<file path="config.mk">
export PLATFORM = sky130hd
export DESIGN_NAME = ahbp_port
export DESIGN_NICKNAME = d
export VERILOG_FILES = /design/src/common/ahbp_pkg.sv /design/src/hdl/ahbp_port.sv
export SDC_FILE = /design/constraint.sdc
export NUM_CORES = 1
export LEC_CHECK = 0
export ABC_AREA = 1
export BUFFER_PORTS_ARGS = -buffer_cell sky130_fd_sc_hd__buf_2
export CAP_MARGIN = 20
export CORE_AREA = 2 2 112 82
export DETAILED_ROUTE_END_ITERATION = 7
export DIE_AREA = 0 0 114 84
export PLACE_DENSITY = 0.45
export SLEW_MARGIN = 20
export SYNTH_ARGS = -nofsm -noshare
export SYNTH_HDL_FRONTEND = slang
export SYNTH_SLANG_ARGS = --single-unit
</file>
<file path="constraint.sdc">
create_clock -name clk_in -period 2.23 [get_ports clk_in]
set_input_delay 0.3345 -clock clk_in [delete_from_list [all_inputs] [get_ports clk_in]]
set_output_delay 0.3345 -clock clk_in [all_outputs]
set_load 0.01 [all_outputs]
</file>
<file path="src/common/ahbp_pkg.sv">
// Constants and types for the converter host byte port
package ahbp_pkg;

    // ----------------------------------------
    // Widths and timing
    // ----------------------------------------
    localparam int unsigned RES_W         = 12;
    localparam int unsigned CH_W          = 2;
    localparam int unsigned CLK_PERIOD_NS = 8;
    localparam int unsigned WR_MIN_NS     = 100;
    localparam int unsigned WR_MIN_CYC    = (WR_MIN_NS + CLK_PERIOD_NS - 1) / CLK_PERIOD_NS;

    // ----------------------------------------
    // Reset values
    // ----------------------------------------
    localparam logic [RES_W-1:0] RESULT_RST = 12'h000;
    localparam logic [CH_W-1:0]  CHAN_RST   = 2'h0;
    localparam logic [7:0]       SPECIAL_RST = 8'h00;

    typedef enum logic [2:0] {
        AHBP_IDLE = 3'b001,
        AHBP_CONV = 3'b010,
        AHBP_CAL  = 3'b100
    } ahbp_state_t;

endpackage

</file>
<file path="src/hdl/ahbp_port.sv">
// Host byte port of a four-channel 12-bit converter
module ahbp_port
    import ahbp_pkg::*;
(
    input  wire logic             clk_in,
    input  wire logic             rst_b_in,
    input  wire logic             cs_b_in,
    input  wire logic             rd_b_in,
    input  wire logic             wr_b_in,
    input  wire logic             byte_select_high_in,
    input  wire logic             special_reg_select_in,
    input  wire logic [CH_W-1:0]  channel_addr_in,
    input  wire logic [7:0]       host_data_bus_in,
    output logic      [7:0]       host_data_bus_out,
    output logic                  host_data_bus_oe_b_out,
    output logic                  busy_b_out,
    // Core side
    input  wire logic             cal_active_in,
    input  wire logic             conv_done_in,
    input  wire logic [RES_W-1:0] conv_result_in,
    output logic                  conv_start_out,
    output logic      [CH_W-1:0]  conv_channel_out,
    output logic      [7:0]       special_reg_out
);

    // ----------------------------------------
    // Pin synchronisers
    // ----------------------------------------
    logic [5:0] sync1_r;
    logic [5:0] sync2_r;
    logic [1:0] addr1_r;
    logic [1:0] addr2_r;
    logic [7:0] din1_r;
    logic [7:0] din2_r;

    always_ff @(posedge clk_in or negedge rst_b_in) begin
        if (!rst_b_in) begin
            sync1_r <= 6'h07;
            sync2_r <= 6'h07;
            addr1_r <= 2'h0;
            addr2_r <= 2'h0;
            din1_r  <= 8'h00;
            din2_r  <= 8'h00;
        end else begin
            sync1_r <= {special_reg_select_in, byte_select_high_in, 1'b0,
                        wr_b_in, rd_b_in, cs_b_in};
            sync2_r <= sync1_r;
            addr1_r <= channel_addr_in;
            addr2_r <= addr1_r;
            din1_r  <= host_data_bus_in;
            din2_r  <= din1_r;
        end
    end

    logic cs_b_s;
    logic rd_b_s;
    logic wr_b_s;
    logic byte_high_s;
    logic special_sel_s;
    assign cs_b_s        = sync2_r[0];
    assign rd_b_s        = sync2_r[1];
    assign wr_b_s        = sync2_r[2];
    assign byte_high_s   = sync2_r[4];
    assign special_sel_s = sync2_r[5];

    // Write is active only under chip select
    logic            wr_act;
    logic            wr_act_r;
    logic            wr_rise;
    logic [CH_W-1:0] addr_hold_r;
    logic [7:0]      din_hold_r;
    logic            special_hold_r;
    logic            wr_conv;
    logic            wr_special;
    assign wr_act     = !cs_b_s && !wr_b_s;
    assign wr_rise    = wr_act_r && !wr_act;
    assign wr_conv    = wr_rise && !special_hold_r;
    assign wr_special = wr_rise && special_hold_r;

    // Address, data and select as seen in the last strobe-low sample, so a host
    // that changes them together with the strobe rise is still taken correctly
    always_ff @(posedge clk_in or negedge rst_b_in) begin
        if (!rst_b_in) begin
            wr_act_r       <= 1'b0;
            addr_hold_r    <= CHAN_RST;
            din_hold_r     <= SPECIAL_RST;
            special_hold_r <= 1'b0;
        end else begin
            wr_act_r       <= wr_act;
            addr_hold_r    <= addr2_r;
            din_hold_r     <= din2_r;
            special_hold_r <= special_sel_s;
        end
    end

    // ----------------------------------------
    // Conversion control
    // ----------------------------------------
    ahbp_state_t      state_r;
    logic [RES_W-1:0] result_r;
    logic [7:0]       special_r;

    always_ff @(posedge clk_in or negedge rst_b_in) begin
        if (!rst_b_in) begin
            state_r <= AHBP_IDLE;
        end else if (cal_active_in) begin
            state_r <= AHBP_CAL;
        end else begin
            unique case (state_r)
                AHBP_IDLE: begin
                    if (wr_conv) begin
                        state_r <= AHBP_CONV;
                    end
                end
                AHBP_CONV: begin
                    if (conv_done_in) begin
                        state_r <= AHBP_IDLE;
                    end
                end
                AHBP_CAL: begin
                    // Calibration ends with a normal conversion
                    state_r <= AHBP_CONV;
                end
                default: state_r <= AHBP_IDLE;
            endcase
        end
    end

    always_ff @(posedge clk_in or negedge rst_b_in) begin
        if (!rst_b_in) begin
            conv_start_out <= 1'b0;
        end else begin
            // Only an idle converter takes a start; busy or calibrating refuses it
            conv_start_out <= wr_conv && !cal_active_in
                              && state_r == AHBP_IDLE;
        end
    end

    always_ff @(posedge clk_in or negedge rst_b_in) begin
        if (!rst_b_in) begin
            conv_channel_out <= CHAN_RST;
        end else if (wr_conv) begin
            conv_channel_out <= addr_hold_r;
        end
    end

    always_ff @(posedge clk_in or negedge rst_b_in) begin
        if (!rst_b_in) begin
            result_r <= RESULT_RST;
        end else if (conv_done_in) begin
            result_r <= conv_result_in;
        end
    end

    // Special register writes share the strobe with the select high
    always_ff @(posedge clk_in or negedge rst_b_in) begin
        if (!rst_b_in) begin
            special_r <= SPECIAL_RST;
        end else if (wr_special) begin
            special_r <= din_hold_r;
        end
    end
    assign special_reg_out = special_r;

    logic busy_now;
    assign busy_now = state_r != AHBP_IDLE || cal_active_in;

    always_ff @(posedge clk_in or negedge rst_b_in) begin
        if (!rst_b_in) begin
            busy_b_out <= 1'b1;
        end else begin
            busy_b_out <= !busy_now;
        end
    end

    // ----------------------------------------
    // Read path
    // ----------------------------------------
    always_ff @(posedge clk_in or negedge rst_b_in) begin
        if (!rst_b_in) begin
            host_data_bus_out      <= 8'h00;
            host_data_bus_oe_b_out <= 1'b1;
        end else begin
            host_data_bus_oe_b_out <= !(!cs_b_s && !rd_b_s);
            if (special_sel_s) begin
                host_data_bus_out <= special_r;
            end else if (byte_high_s) begin
                host_data_bus_out <= {busy_now, 3'h0, result_r[11:8]};
            end else begin
                host_data_bus_out <= result_r[7:0];
            end
        end
    end
endmodule

</file>
==> implementation parameters <==
Parameter                              Value

CTS
  Number of CTS-inserted buffers ... 9
  Later-pin clock latency in the skew report ... about 0.33 ns
  H-Tree Depth ... 3
  TritonCTS clock tree ... built
  CTS Root Cell ... clkbuf_16
  Number of buffers inserted to repair setup after CTS ... 0
  Hold-fix buffer count after cts ... 0
  Clk slew on worst S/H paths ... roughly 0.060 ns
  Maximum buffer depth of the clock tree ... 2
  Gates resized, CTS repair ... 0
  CTS sink count ... 78

Timing
  Setup_tns ... 0 ns
  Worst slack on hold paths ... -0.01876 ns
  Part of the cycle the worst path needs ... 57.85%
  Number of hold violations in the final report ... 32
  Peak Freq ... roughly 780 MHz
  Slew at the pin closest to its max-slew limit ... about 0.52 ns
  Setup repair after global routing missed its margin ... false
  Largest clock skew in the final design ... ~0.0076 ns
  Final setup violating endpoints ... 0
  Final slew viol count ... 0
  Max transition margin ... approximately two thirds
  Period minus WS final ... approximately 1.3 ns

Worst setup path
  CP peak stage delay ... 0.51 ns
  Data arrival time at the worst-slack endpoint ... 0.96 ns
  CP Buf/Inv Count ... 1
  Class of the most critical setup path ... reg -> out
  Capturing element type of the critical path ... output port
  Max FO, Critical Path ... 1
  Startpoint types ... register
  Worst Path Required ... 1.90 ns
  Startpoint of the worst register-to-register path ... sync2_r[0]
  Ordered cell list for the critical path ... buf_2
  Worst R2R Setup Slack ... 1.03 ns
  Category of cells accounting for the largest share of critical-path delay ... flip-flops
  Critical register-to-register path endpoint ... special_reg_out[5]
  Crit-path slowest cell ... dfstp_2
  Logic depth of the worst register-to-register path ... 5

Routing
  Total wire length ... 4.501 mm
  Via count ... 1405
  Initial DRC Count ... 37
  Via density per instance ... approximately 4
  WL per Instance ... between 10 and 15 µm
  Number of nets with antenna violations after routing ... 0
  DRC violations left ... 0
  Length of the first detailed-routing pass in iterations ... 4

Place
  GP Congestion ... approximately 0.7
  Post-DP HPWL ... between 3 and 4 mm
  I/O Buffers ... 51

Status
  Violations in the final reports ... negative hold slack
  Outcome ... complete, but fails checks

Synth
  Sequential-to-total area share from yosys stat ... roughly 76%
  Flip-flop and latch count after synthesis ... between 70 and 80
  Number of different library cells in the post-synthesis netlist ... 22
  Synth Net Count ... 218
  Yosys Warn Count ... 0
  Mapped Area ... roughly 2600 µm²
  Instance count of the mapped netlist ... 187
  Syn Area/Cell ... 13.76 µm²

Floorplan
  Row cnt ... 29
  Die area ... 9576 µm²
  Die width ... approximately 110 µm
  Core Box Area ... 8636 µm²
  Number of top-level pins ... 52
  Die Y ... between 80 and 90 µm
  Starting density of the core ... between 20% and 30%

Final layout
  # nets final ... 278
  Share of layout cells above drive strength 1 ... 39.29%
  Layout overhead on the synthesized area ... 25.63%
  Diodes inserted ... 0
  Layout fillers ... approximately 860

Global routing
  Pin count of the biggest net entering global routing ... 43
  Via count of the first global-routing pass ... 1397
  Wire length of the first global-routing pass ... 7.300 mm
  All-layer global routing usage ... about a tenth
  Initial antenna violation count ... 0
  Remaining Overflow, GRT ... 0

Pwr
  Leakage Power ... between 1.5 and 2 nW
  Peak VDD IR ... roughly 0.45 mV
  Power Density ... 1008 nW/µm²

Worst hold path
  Class of the worst hold path ... in -> async

Run
  Number of max-capacitance violations reported ... 0
[worst reg2reg max path, cell delays in order (launching register included)]
cell and delay [ns]:
dfstp_2 0.52, inv_1 0.04, nand2_2 0.09, nand3_4 0.20, nor2_1 0.19, a21oi_2 0.05
[state kept, by name, indices dropped and copies added, names as in the netlist, 5 cells and up]
register           count
din1_r                 8
din2_r                 8
din_hold_r             8
host_data_bus_out      8
result_r              12
special_reg_out        8
sync1_r                5
sync2_r                5
[kinds of logic (layout without fill, tap and decap cells)]
family | after synthesis | after routing | share of synthesized area, %
AOI/OAI and AO/OA | 28 | 28 | 6.664
buffers and inverters | 29 | 94 | 5.155
muxes | 9 | 9 | 4.523
DFF | 78 | 78 | 76.31
and+or+nand+nor | 43 | 43 | 7.345
[report_power, final]
part / total, mW / switching, mW / leakage [nW] / internal, mW
Sequential: 1.61 / 0.0641 / 0.916 / 1.55
Clock: 1.36 / 0.544 / 0.139 / 0.818
Combinational: 0.285 / 0.161 / 0.548 / 0.124
[per-stage QoR]
stage / instance area (µm²) / util (%) / power [mW] / setup WS (ns) / cells
2_1_floorplan: 2572 / - / 1.775 / 1.135 / 187
3_3_place_gp: 2945 / 34.11 / 1.927 / 1.025 / 344
3_5_place_dp: 2945 / 34.11 / 1.931 / 1.008 / 344
4_1_cts: 3232 / 37.42 / 3.319 / 0.9220 / 360
5_1_grt: 3232 / 37.42 / 3.422 / 0.9027 / 360
6_report: 3232 / 37.42 / 3.257 / 0.9400 / 360
[worst max path at each step]
stage / start / endpoint / slack (ns) / cells past startpoint
global placement: sync2_r[0] / special_reg_out[5] / 1.03 / 5
floorplan: sync2_r[0] / special_reg_out[4] / 1.14 / 6
detailed placement: sync2_r[0] / special_reg_out[5] / 1.01 / 5
finish: host_data_bus_oe_b_out / host_data_bus_oe_b_out / 0.94 / 1
global route: host_data_bus_oe_b_out / host_data_bus_oe_b_out / 0.90 / 1
CTS: host_data_bus_oe_b_out / host_data_bus_oe_b_out / 0.92 / 1
[per-layer routing]
metal	GRT usage [%]	wire, µm	up-vias
met1	14.14	2117	654
met3	6.100	327	8
met4	4.656	87	0
met5	0	0	-
li1	-	-	707
met2	13.69	1969	36
[cell type report]
type,count,area [µm²],share of cell area [%]
inverters,24,90.09,2.787
clock buffers,12,256.5,7.937
flip-flops and latches,78,1963,60.74
repair buffers,54,280.3,8.672
well taps,108,135.1,4.181
multi-input cells,80,476.7,14.75
clock inverters,4,30.03,0.9292
[cell usage in the layout, fill, tap and decap left out, types with 2 or more instances in the layout]
master / instances
dfrtp_1: 69
buf_2: 50
nand2_1: 26
inv_1: 23
o21ai_0: 11
dfstp_2: 9
clkbuf_16: 9
a21oi_1: 8
nor2_1: 8
o21ai_2: 7
mux2_2: 5
mux2_4: 4
buf_4: 4
nor3_1: 3
nand3_1: 2
clkbuf_8: 2
[Yosys cell counts (all sizes together)]
cell type | instances | area share (%)
a21oi | 9 | 1.9
buf | 4 | 1.5
clkbuf | 1 | 0.15
dfrtp | 69 | 67
dfstp | 9 | 9.2
inv | 24 | 3.5
mux2 | 9 | 4.5
nand2 | 27 | 4.0
nand3 | 3 | 1.1
nand4 | 1 | 0.24
nor2 | 8 | 1.2
nor3 | 3 | 0.58
o21ai | 18 | 4.5
o22ai | 1 | 0.24
or2 | 1 | 0.24
Note: power is estimated with default switching activity, not from simulation.
